### src/hw/ppi_pkg.sv
// package of constants for the port pin interrupt block
package ppi_pkg;
    localparam int          PPI_NUM_PORTS   = 3;
    localparam int          PPI_PORT_PINS   = 8;
    localparam int          PPI_ADDR_W      = 8;
    // per-port register block: base + port * stride
    localparam logic [7:0]  PPI_PORT_STRIDE = 8'h10;
    localparam logic [7:0]  PPI_OFS_SC      = 8'h00;
    localparam logic [7:0]  PPI_OFS_PS      = 8'h04;
    localparam logic [7:0]  PPI_OFS_ES      = 8'h08;
    localparam logic [7:0]  PPI_OFS_DRV     = 8'h30;
    localparam logic [7:0]  PPI_OFS_STAT    = 8'h34;
    localparam logic [7:0]  PPI_OFS_MASK    = 8'h38;
    // status and control field positions
    localparam int          PPI_SC_MOD      = 0;
    localparam int          PPI_SC_IE       = 1;
    localparam int          PPI_SC_ACK      = 2;
    localparam int          PPI_SC_IF       = 3;
    // reset value and bus response codes
    localparam logic [7:0]  PPI_RST_BYTE    = 8'h00;
    localparam logic [1:0]  PPI_RESP_OKAY   = 2'b00;
    localparam logic [1:0]  PPI_RESP_SLVERR = 2'b10;
endpackage

### src/hw/ppi_port_irq.sv
// port pin interrupt logic with drive select and axi4-lite registers
`timescale 1ns/1ps
module ppi_port_irq
    import ppi_pkg::*;
#(
    parameter int NPORTS = PPI_NUM_PORTS,
    parameter int NPINS  = PPI_PORT_PINS
)(
    input  wire logic                    i_clk,
    input  wire logic                    i_reset,
    input  wire logic [NPORTS*NPINS-1:0] i_pins,
    input  wire logic [NPINS-1:0]        i_port_c_dir_out,
    output logic [NPINS-1:0]             o_port_c_high_drive,
    output logic [NPORTS-1:0]            o_port_irq,
    output logic                         o_wakeup,
    output logic                         o_irq,
    input  wire logic [PPI_ADDR_W-1:0]   i_awaddr,
    input  wire logic                    i_awvalid,
    output logic                         o_awready,
    input  wire logic [31:0]             i_wdata,
    input  wire logic [3:0]              i_wstrb,
    input  wire logic                    i_wvalid,
    output logic                         o_wready,
    output logic [1:0]                   o_bresp,
    output logic                         o_bvalid,
    input  wire logic                    i_bready,
    input  wire logic [PPI_ADDR_W-1:0]   i_araddr,
    input  wire logic                    i_arvalid,
    output logic                         o_arready,
    output logic [31:0]                  o_rdata,
    output logic [1:0]                   o_rresp,
    output logic                         o_rvalid,
    input  wire logic                    i_rready
);
    // three ports of eight pins give the twenty-four interrupt pins
    localparam int NP = NPORTS * NPINS;

    // pin synchroniser and previous-sample state
    logic [NP-1:0]       sync1_q, sync2_q, prev_q, armed_q;
    logic [NP-1:0]       armed_d;
    // per-port control
    logic [NPINS-1:0]    sel_q   [NPORTS];
    logic [NPINS-1:0]    sel_d   [NPORTS];
    logic [NPINS-1:0]    pol_q   [NPORTS];
    logic [NPINS-1:0]    pol_d   [NPORTS];
    logic [NPORTS-1:0]   mode_q, mode_d, ie_q, ie_d, flag_q, flag_d;
    logic [NPORTS-1:0]   hit_edge, hit_level, ack;
    logic [NPINS-1:0]    drv_q, drv_d;
    logic [NPORTS-1:0]   stat_q, stat_d, mask_q, mask_d;
    // bus state
    logic                aw_have_q, aw_have_d, w_have_q, w_have_d, bvalid_q, bvalid_d;
    logic [PPI_ADDR_W-1:0] awaddr_q, awaddr_d;
    logic [31:0]         wdata_q, wdata_d, rdata_q, rdata_d;
    logic                wstb0_q, wstb0_d, rvalid_q, rvalid_d;
    logic [1:0]          bresp_q, bresp_d, rresp_q, rresp_d;
    logic                wr_fire, rd_fire, wr_hit, rd_hit;
    logic [31:0]         rd_val;
    logic [PPI_ADDR_W-1:0] araddr_al;
    logic [NP-1:0]       hit_edge_pin, hit_level_pin;

    // low address bits ignored on reads as on writes
    assign araddr_al = {i_araddr[PPI_ADDR_W-1:2], 2'b00};

    // two-stage sync: only sync2 feeds logic
    always_ff @(posedge i_clk)
    begin
        if (i_reset)
        begin
            sync1_q <= '0;
            sync2_q <= '0;
            prev_q  <= '0;
            armed_q <= '0;
        end
        else
        begin
            sync1_q <= i_pins;
            sync2_q <= sync1_q;
            prev_q  <= sync2_q;
            armed_q <= armed_d;
        end
    end

    // per-pin edge and level detection
    for (genvar g = 0; g < NP; g++)
    begin : g_pin
        localparam int P = g / NPINS;
        localparam int B = g % NPINS;
        logic asserted, was_asserted, en;
        assign en           = sel_q[P][B];
        assign asserted     = pol_q[P][B] ? sync2_q[g] : ~sync2_q[g];
        assign was_asserted = pol_q[P][B] ? prev_q[g] : ~prev_q[g];
        // armed once deasserted level seen while enabled
        assign armed_d[g]   = en & (armed_q[g] | ~was_asserted);
        // 1->0 (falling) or 0->1 (rising) between cycles
        assign hit_edge_pin[g]  = en & armed_q[g] & ~was_asserted & asserted;
        assign hit_level_pin[g] = en & armed_q[g] & asserted;
    end

    // port flags
    always_comb
    begin
        for (int p = 0; p < NPORTS; p++)
        begin
            hit_edge[p]  = |hit_edge_pin[p*NPINS +: NPINS];
            hit_level[p] = mode_q[p] & (|hit_level_pin[p*NPINS +: NPINS]);
        end
    end

    // status bits set on the same events; mask gates only o_irq
    // register writes, flag set beats acknowledge
    always_comb
    begin
        sel_d  = sel_q;
        pol_d  = pol_q;
        mode_d = mode_q;
        ie_d   = ie_q;
        drv_d  = drv_q;
        mask_d = mask_q;
        ack    = '0;
        stat_d = stat_q | (hit_edge | hit_level);
        if (wr_fire && wstb0_q)
        begin
            for (int p = 0; p < NPORTS; p++)
            begin
                if (awaddr_q == PPI_OFS_SC + PPI_ADDR_W'(p) * PPI_PORT_STRIDE)
                begin
                    mode_d[p] = wdata_q[PPI_SC_MOD];
                    ie_d[p]   = wdata_q[PPI_SC_IE];
                    ack[p]    = wdata_q[PPI_SC_ACK];
                end
                if (awaddr_q == PPI_OFS_PS + PPI_ADDR_W'(p) * PPI_PORT_STRIDE)
                    sel_d[p] = wdata_q[NPINS-1:0];
                if (awaddr_q == PPI_OFS_ES + PPI_ADDR_W'(p) * PPI_PORT_STRIDE)
                    pol_d[p] = wdata_q[NPINS-1:0];
            end
            if (awaddr_q == PPI_OFS_DRV)
                drv_d = wdata_q[NPINS-1:0];
            if (awaddr_q == PPI_OFS_MASK)
                mask_d = wdata_q[NPORTS-1:0];
            if (awaddr_q == PPI_OFS_STAT)
                stat_d = (stat_q & ~wdata_q[NPORTS-1:0]) | hit_edge | hit_level;
        end
        // ack clears, new edge or held level sets again
        flag_d = (flag_q & ~ack) | hit_edge | hit_level;
    end

    // control, flag and status registers
    always_ff @(posedge i_clk)
    begin
        if (i_reset)
        begin
            for (int p = 0; p < NPORTS; p++)
            begin
                sel_q[p] <= PPI_RST_BYTE[NPINS-1:0];
                pol_q[p] <= PPI_RST_BYTE[NPINS-1:0];
            end
            mode_q <= '0;
            ie_q   <= '0;
            flag_q <= '0;
            drv_q  <= PPI_RST_BYTE[NPINS-1:0];
            stat_q <= '0;
            mask_q <= '0;
        end
        else
        begin
            sel_q  <= sel_d;
            pol_q  <= pol_d;
            mode_q <= mode_d;
            ie_q   <= ie_d;
            flag_q <= flag_d;
            drv_q  <= drv_d;
            stat_q <= stat_d;
            mask_q <= mask_d;
        end
    end

    // requests to processor and wake-up
    assign o_port_irq = flag_q & ie_q;
    assign o_wakeup   = |(flag_q & ie_q);
    assign o_irq      = |(stat_q & mask_q);
    // high drive only on output pins
    assign o_port_c_high_drive = drv_q & i_port_c_dir_out;

    // read mux
    always_comb
    begin
        rd_val = '0;
        rd_hit = 1'b0;
        for (int p = 0; p < NPORTS; p++)
        begin
            if (araddr_al == PPI_OFS_SC + PPI_ADDR_W'(p) * PPI_PORT_STRIDE)
            begin
                rd_hit             = 1'b1;
                rd_val[PPI_SC_MOD] = mode_q[p];
                rd_val[PPI_SC_IE]  = ie_q[p];
                rd_val[PPI_SC_IF]  = flag_q[p];
            end
            if (araddr_al == PPI_OFS_PS + PPI_ADDR_W'(p) * PPI_PORT_STRIDE)
            begin
                rd_hit              = 1'b1;
                rd_val[NPINS-1:0]   = sel_q[p];
            end
            if (araddr_al == PPI_OFS_ES + PPI_ADDR_W'(p) * PPI_PORT_STRIDE)
            begin
                rd_hit              = 1'b1;
                rd_val[NPINS-1:0]   = pol_q[p];
            end
        end
        if (araddr_al == PPI_OFS_DRV)
        begin
            rd_hit            = 1'b1;
            rd_val[NPINS-1:0] = drv_q;
        end
        if (araddr_al == PPI_OFS_STAT)
        begin
            rd_hit             = 1'b1;
            rd_val[NPORTS-1:0] = stat_q;
        end
        if (araddr_al == PPI_OFS_MASK)
        begin
            rd_hit             = 1'b1;
            rd_val[NPORTS-1:0] = mask_q;
        end
    end

    // write address decode
    always_comb
    begin
        wr_hit = (awaddr_q == PPI_OFS_DRV) || (awaddr_q == PPI_OFS_STAT) || (awaddr_q == PPI_OFS_MASK);
        for (int p = 0; p < NPORTS; p++)
            if (awaddr_q == PPI_OFS_SC + PPI_ADDR_W'(p) * PPI_PORT_STRIDE ||
                awaddr_q == PPI_OFS_PS + PPI_ADDR_W'(p) * PPI_PORT_STRIDE ||
                awaddr_q == PPI_OFS_ES + PPI_ADDR_W'(p) * PPI_PORT_STRIDE)
                wr_hit = 1'b1;
    end

    // axi4-lite channel handshakes
    assign o_awready = ~aw_have_q & ~bvalid_q;
    assign o_wready  = ~w_have_q & ~bvalid_q;
    assign o_arready = ~rvalid_q;
    // bvalid blocks new writes, so one write is outstanding at a time
    assign wr_fire   = aw_have_q & w_have_q & ~bvalid_q;
    assign rd_fire   = i_arvalid & o_arready;

    // next state of the write and read channels
    always_comb
    begin
        aw_have_d = aw_have_q;
        w_have_d  = w_have_q;
        awaddr_d  = awaddr_q;
        wdata_d   = wdata_q;
        wstb0_d   = wstb0_q;
        bvalid_d  = bvalid_q;
        bresp_d   = bresp_q;
        rvalid_d  = rvalid_q;
        rdata_d   = rdata_q;
        rresp_d   = rresp_q;
        if (i_awvalid && o_awready)
        begin
            aw_have_d = 1'b1;
            awaddr_d  = {i_awaddr[PPI_ADDR_W-1:2], 2'b00};
        end
        if (i_wvalid && o_wready)
        begin
            w_have_d = 1'b1;
            wdata_d  = i_wdata;
            wstb0_d  = i_wstrb[0];
        end
        if (wr_fire)
        begin
            aw_have_d = 1'b0;
            w_have_d  = 1'b0;
            bvalid_d  = 1'b1;
            bresp_d   = wr_hit ? PPI_RESP_OKAY : PPI_RESP_SLVERR;
        end
        else if (bvalid_q && i_bready)
            bvalid_d = 1'b0;
        if (rd_fire)
        begin
            rvalid_d = 1'b1;
            rdata_d  = rd_val;
            rresp_d  = rd_hit ? PPI_RESP_OKAY : PPI_RESP_SLVERR;
        end
        else if (rvalid_q && i_rready)
            rvalid_d = 1'b0;
    end

    // bus channel registers
    always_ff @(posedge i_clk)
    begin
        if (i_reset)
        begin
            aw_have_q <= 1'b0;
            w_have_q  <= 1'b0;
            awaddr_q  <= '0;
            wdata_q   <= '0;
            wstb0_q   <= 1'b0;
            bvalid_q  <= 1'b0;
            bresp_q   <= PPI_RESP_OKAY;
            rvalid_q  <= 1'b0;
            rdata_q   <= '0;
            rresp_q   <= PPI_RESP_OKAY;
        end
        else
        begin
            aw_have_q <= aw_have_d;
            w_have_q  <= w_have_d;
            awaddr_q  <= awaddr_d;
            wdata_q   <= wdata_d;
            wstb0_q   <= wstb0_d;
            bvalid_q  <= bvalid_d;
            bresp_q   <= bresp_d;
            rvalid_q  <= rvalid_d;
            rdata_q   <= rdata_d;
            rresp_q   <= rresp_d;
        end
    end

    // registered responses
    assign o_bvalid = bvalid_q;
    assign o_bresp  = bresp_q;
    assign o_rvalid = rvalid_q;
    assign o_rdata  = rdata_q;
    assign o_rresp  = rresp_q;
endmodule

### config.mk
export PLATFORM = sky130hd
export DESIGN_NAME = ppi_port_irq
export DESIGN_NICKNAME = d
export VERILOG_FILES = /design/src/hw/ppi_pkg.sv /design/src/hw/ppi_port_irq.sv
export SDC_FILE = /design/constraint.sdc
export NUM_CORES = 1
export LEC_CHECK = 0
export BUFFER_PORTS_ARGS = -buffer_cell sky130_fd_sc_hd__buf_2
export CAP_MARGIN = 30
export CORE_MARGIN = 2
export CORE_UTILIZATION = 47
export DETAILED_ROUTE_END_ITERATION = 12
export HOLD_SLACK_MARGIN = 0.02
export MAX_ROUTING_LAYER = met4
export PLACE_DENSITY = 0.71
export SETUP_SLACK_MARGIN = 0.2
export SLEW_MARGIN = 20
export SYNTH_ARGS = -nofsm -noshare
export SYNTH_HDL_FRONTEND = slang
export SYNTH_SLANG_ARGS = --single-unit
### constraint.sdc
create_clock -name i_clk -period 1.6 [get_ports i_clk]
set_input_delay 0.08 -clock i_clk [delete_from_list [all_inputs] [get_ports i_clk]]
set_output_delay 0.08 -clock i_clk [all_outputs]
set_load 0.01 [all_outputs]
## Word level (Yosys, flattened, before mapping)

Index checks and enable logic that the tools add are counted.

| storage, ports and cells | value |
|---|---|
| output and inout bits | 54 |
| input port bits | 91 |
| word-level logic and storage cells | 420 |
| flip-flop bits (word level) | 198 |

| cells by class | value |
|---|---|
| reductions and logical operators | 37 |
| muxes and demuxes | 90 |
| eq/ne operators | 22 |
| bitwise gates (word level) | 241 |

Operator list:

| cell | count |
|---|---|
| $and 1x1->1 | 128 |
| $not 1->1 | 76 |
| $mux 1 | 73 |
| $eq 6x4->1 const B | 12 |
| $mux 8 | 7 |
| $reduce_or 8->1 | 6 |
| $eq 6x3->1 const B | 6 |
| $or 1x1->1 | 24 |
| $reduce_and 2->1 | 11 |
| $or 3x3->3 | 6 |
| $logic_not 8->1 | 2 |
| $mux 3 | 5 |
| $and 3x3->3 | 4 |
| $eq 6x1->1 const B | 2 |
| $eq 6x2->1 const B | 2 |
| $mux 2 | 5 |
| $and 8x8->8 | 1 |
| $logic_or 1x1->1 | 8 |
| $not 3->3 | 2 |
| $reduce_or 3->1 | 2 |
| $logic_and 1x1->1 | 5 |
| $reduce_bool 2->1 | 2 |
| $reduce_or 2->1 | 1 |

## Longest topological paths before layout

| logic depth | value |
|---|---|
| depth after elaboration | 14 |
| mapped depth | 7 |
| gate-level depth less buffers | 5 |

## Worst setup path after synthesis

OpenSTA, ideal clock, no wires.

| timing | value |
|---|---|
| path kind | register to register |
| start point | register bvalid_q, in the netlist o_bvalid |
| end point | register pol_q[23] (netlist name) |
| library setup time | 132 ps |
| required time | 1468 ps |
| setup slack | -145 ps |
| data arrival time | 1612 ps |
| stages on the path, launching flop included | 7 |
| cells stage by stage | dfxtp_1 > nand4b_1 > nor3b_1 > clkbuf_1 > nand2_1 > nand2_1 > a21oi_1 |

| between the ends | value |
|---|---|
| longest elaborated chain between the ends | 4 |

RTL lines:

| element | line | RTL |
|---|---|---|
| start, declared | ppi_port_irq.sv:51 | `logic aw_have_q, aw_have_d, w_have_q, w_have_d, bvalid_q, bvalid_d;` |
| start signal, assigned | ppi_port_irq.sv:311 | `bvalid_q <= bvalid_d;` |
| $not 1->1 | ppi_port_irq.sv:242 | `assign wr_fire = aw_have_q & w_have_q & ~bvalid_q;` |
| $and 1x1->1 | ppi_port_irq.sv:242 |  |
| $logic_and 1x1->1 | ppi_port_irq.sv:121 | `if (wr_fire && wstb0_q)` |
| $reduce_and 2->1 (no line) | - |  |
| end signal, assigned by index | ppi_port_irq.sv:155 | `pol_q[p] <= PPI_RST_BYTE[NPINS-1:0];` |
| end signal, assigned | ppi_port_irq.sv:167 | `pol_q <= pol_d;` |
| end, declared | ppi_port_irq.sv:44 | `logic [NPINS-1:0] pol_q [NPORTS];` |

No other way between the ends.
A chain may end at the register's enable or synchronous reset.

## Worst setup path after layout

| timing | value |
|---|---|
| start point | register prev_q[2] |
| end point | register stat_q[0] |

| between the ends | value |
|---|---|
| longest elaborated chain between the ends | 10 |

RTL lines:

| element | line | RTL |
|---|---|---|
| start, declared | ppi_port_irq.sv:39 | `logic [NP-1:0] sync1_q, sync2_q, prev_q, armed_q;` |
| start signal, assigned | ppi_port_irq.sv:78 | `prev_q <= sync2_q;` |
| $not 1->1 | ppi_port_irq.sv:91 | `assign was_asserted = pol_q[P][B] ? prev_q[g] : ~prev_q[g];` |
| $mux 1 * | ppi_port_irq.sv:91 |  |
| $not 1->1 * | ppi_port_irq.sv:95 | `assign hit_edge_pin[g] = en & armed_q[g] & ~was_asserted & asserted;` |
| $and 1x1->1 * (2 in series) | ppi_port_irq.sv:95 |  |
| $reduce_or 8->1 * | ppi_port_irq.sv:104 | `hit_edge[p] = \|hit_edge_pin[p*NPINS +: NPINS];` |
| $or 3x3->3 (on tied branches) (2 in series) | ppi_port_irq.sv:120, ppi_port_irq.sv:141 |  |
| $mux 3 | ppi_port_irq.sv:140 | `if (awaddr_q == PPI_OFS_STAT)` |
| $mux 3 * | ppi_port_irq.sv:121 |  |
| end signal, assigned | ppi_port_irq.sv:172 | `stat_q <= stat_d;` |
| end, declared | ppi_port_irq.sv:49 | `logic [NPORTS-1:0] stat_q, stat_d, mask_q, mask_d;` |

Every way passes the cells marked *; elsewhere a longest branch is shown, timed or not.

==> impl_metrics.toml <==
[timing]
rsz0062_at_grt = "true"
fmaxAchievable_mhz = 600
drv_slew = 0
fin_crit_sh_pct = 104
finalWorstSetupSlack_ns = -0.0678
hold_viol_final = 0
setup_violations = 26
worst_pin_slew_ns = 0.653
fin_worst_skew_ns = 0.0118
relSlewSlack_pct = 56.4
min_period_ns = 1.67
final.setup.tns_ns = -0.617

[detailed_routing]
route.detailed.drc = 0
drt-initial-drc-count = 554
via_per_inst = 5.50
wl_um = 25500
ant_nets = 0
drtPass1Iterations = 7
via_count = 7990
routedWlPerCell_um = 17.5

[cts]
cts_tree = "yes"
root_buffer = "clkbuf_16"
clkTransAtPathRegs_ns = 0.07
clockBufferDepth = 2
cts.sinks = 196
htreeDepth = 4
clk_latency_ns = 0.44
cts_inserted_buffers = 17

[yosys]
ys_async_sr_fraction_pct = 0
synth_cell_types = 61
synth.avg_cell_area_um2 = 8.78
postSynthCellCount = 982
synthFlopType = "dfxtp_1"
synth_warnings = 0
yosysSeqAreaShare_pct = 45.5
ys_seq_elements = 196
synth_edf_count = 0
netlist_area_um2 = 8620

[floorplan]
core_um2 = 18000
fp.dieH_um = 139
fp.dieArea_um2 = 19400
die_x_um = 139
rows = 49
boundaryPins = 145
start_util_pct = 48.0

[final_layout]
layout.nets = 1302
antenna_cells = 0
drive_gt1_share_pct = 35.9
synthToLayoutAreaGrowth_pct = 40.4
final-seq-area_um2 = 3980
multi_input_area_um2 = 5130
fillCellCount = 1373

[power_and_ir_drop]
irDropWorstVdd_v = 0.000803
cellLeakagePower_uw = 0.00526
power_density_nw_per_um2 = 838

[global_route]
grt-ovfl-total = 0
grt_use_total_pct = 26.0
grt_pass1_vias = 7661
grt_pass1_wl_um = 39300
grt_max_degree = 106
antenna_found_initial = 0

[setup_path]
crit_family = "simple AND/OR/NAND/NOR gates"
worst_path_max_delay_cell = "or4_4"
required_ns = 1.92
crit_path_cell_trace = "or3b_1, a21oi_2, or4_4, o41ai_4, buf_4, nand3_2"
worstPathArrival_ns = 1.99
max_stage_delay_ns = 0.54
crit_type = "reg -> reg"
cp_max_fo = 3
cp.buffers_inverters = 1
endpoint_kind = "flip-flop"
worst_setup_path_start_kind = "flip-flop"

[place]
dpl.hpwl_um = 16900
post-place-ws_ns = -0.0940
io_buffers = 87
gp_congestion = 0.963

[status]
failed_checks = "negative setup slack"
status = "finished, violations left"

[worst_hold_path]
hp-class = "in -> reg"

[flow_run]
max-cap-violations = 0
path summary, 6_finish.rpt:
check / start / endpoint / slack, ns / cells after the start
worst max-delay path: prev_q[2]$_SDFF_PP0_ / stat_q[0]$_SDFF_PP0_ / -0.07 / 6
worst min-delay path: i_reset / o_rdata[0]$_SDFFE_PP0P_ / 0.11 / 3
worst max register to register: prev_q[2]$_SDFF_PP0_ / stat_q[0]$_SDFF_PP0_ / -0.07 / 6
worst min register to register: sync1_q[13]$_SDFF_PP0_ / sync2_q[13]$_SDFF_PP0_ / 0.44 / 1
stage by stage:
stage               hold WS [ns]  std cells  power [uW]  area [um^2]  utilization (%)
detailed placement         0.276       1364        5980        10200             56.6
global route               0.114       1453       10500        12100             67.4
floorplan                  0.179       1007        5670         8860                -
global placement           0.271       1364        5970        10200             56.6
finish                     0.110       1453       10200        12100             67.4
CTS                       0.0892       1447       10200        11700             65.4
timing repair:
item | 4_1_cts | 5_1_grt
endpoints found under the setup margin | 76 | 84
cloned | 2 | 0
hold buffers | 43 | 0
setup buffers | 6 | 6
gates resized for setup | 134 | 69
hold endpoints to repair | 44 | 0
pin swaps | 65 | 37
metal layers:
metal	vias up	wire [um]	global-route usage [%]
met5	-	0	-
met4	0	993	9.25
met3	81	1670	4.92
met2	336	11800	41.4
met1	3744	10900	33.1
li1	3829	-	-
worst min-delay path, delay by kind of cell:
family          cells  cell delay (ns)
buf+inv             1             0.18
compound gates      1             0.13
simple gates        1             0.11
Yosys cell counts (all sizes together), types with 3 or more instances:
cell type	instances	area (um^2)
o311a	4	40.0
nor4b	3	32.5
o22ai	18	113
or3	5	36.3
a2111oi	3	38.8
nor2	56	210
or3b	18	158
a31oi	3	18.8
o211a	19	190
and2	19	119
a221o	5	50.1
o221ai	3	26.3
nor3b	9	67.6
inv	8	30.0
xor2	45	394
or4	5	37.5
mux2i	34	340
nand3	70	350
a21oi	88	440
o21ai	11	55.1
nor2b	86	538
o21a	4	30.0
nand2	113	424
buf	35	236
nand2b	4	25.0
clkbuf	50	188
a22oi	5	37.5
dfxtp	196	3920
nor3	11	55.1
nand3b	22	165
cells by family after synthesis:
kind of cell / after synthesis / share of synthesized area (%)
compound gates: 181 / 13.9
xor+xnor: 46 / 4.67
buf+inv: 93 / 5.27
flops: 196 / 45.5
mux: 36 / 4.21
other cells: 1 / 0.0435
simple gates: 429 / 26.4
report_power, final:
group	internal (uW)	switching, uW	total, uW
logic	435	520	955
clock network	2100	2000	4100
registers	4980	115	5100
cells in the final DEF, fill, tap and decap left out, drive strengths merged, types with 18 or more instances in the layout:
cell type	n
a21oi	88
and2	19
buf	227
clkbuf	20
conb	26
dfxtp	196
dlygate4sd3	43
mux2i	34
nand2	113
nand3	70
nand3b	22
nor2	56
nor2b	86
o211a	19
o22ai	18
or3b	18
xor2	45
layout make-up:
class / count / area share, %
tap: 229 / 2.37
inverter: 8 / 0.248
multi-input combinational: 718 / 42.4
sequential: 196 / 32.9
clock inverter: 12 / 0.940
clock buffer: 20 / 3.69
timing repair buffer: 270 / 17.5
sequential cells by signal, summed over array words and instances (netlist names):
name and count:
armed_q 24, aw_have_q 1, awaddr_q 6, drv_q 8, flag_q 3, g_pin.en 24
ie_q 3, mask_q 3, mode_q 3, o_bresp 1, o_bvalid 1, o_rdata 8
o_rresp 1, o_rvalid 1, pol_q 24, prev_q 24, stat_q 3, sync1_q 24
sync2_q 24, w_have_q 1, wdata_q 8, wstb0_q 1
(Power assumes the default switching activity.)
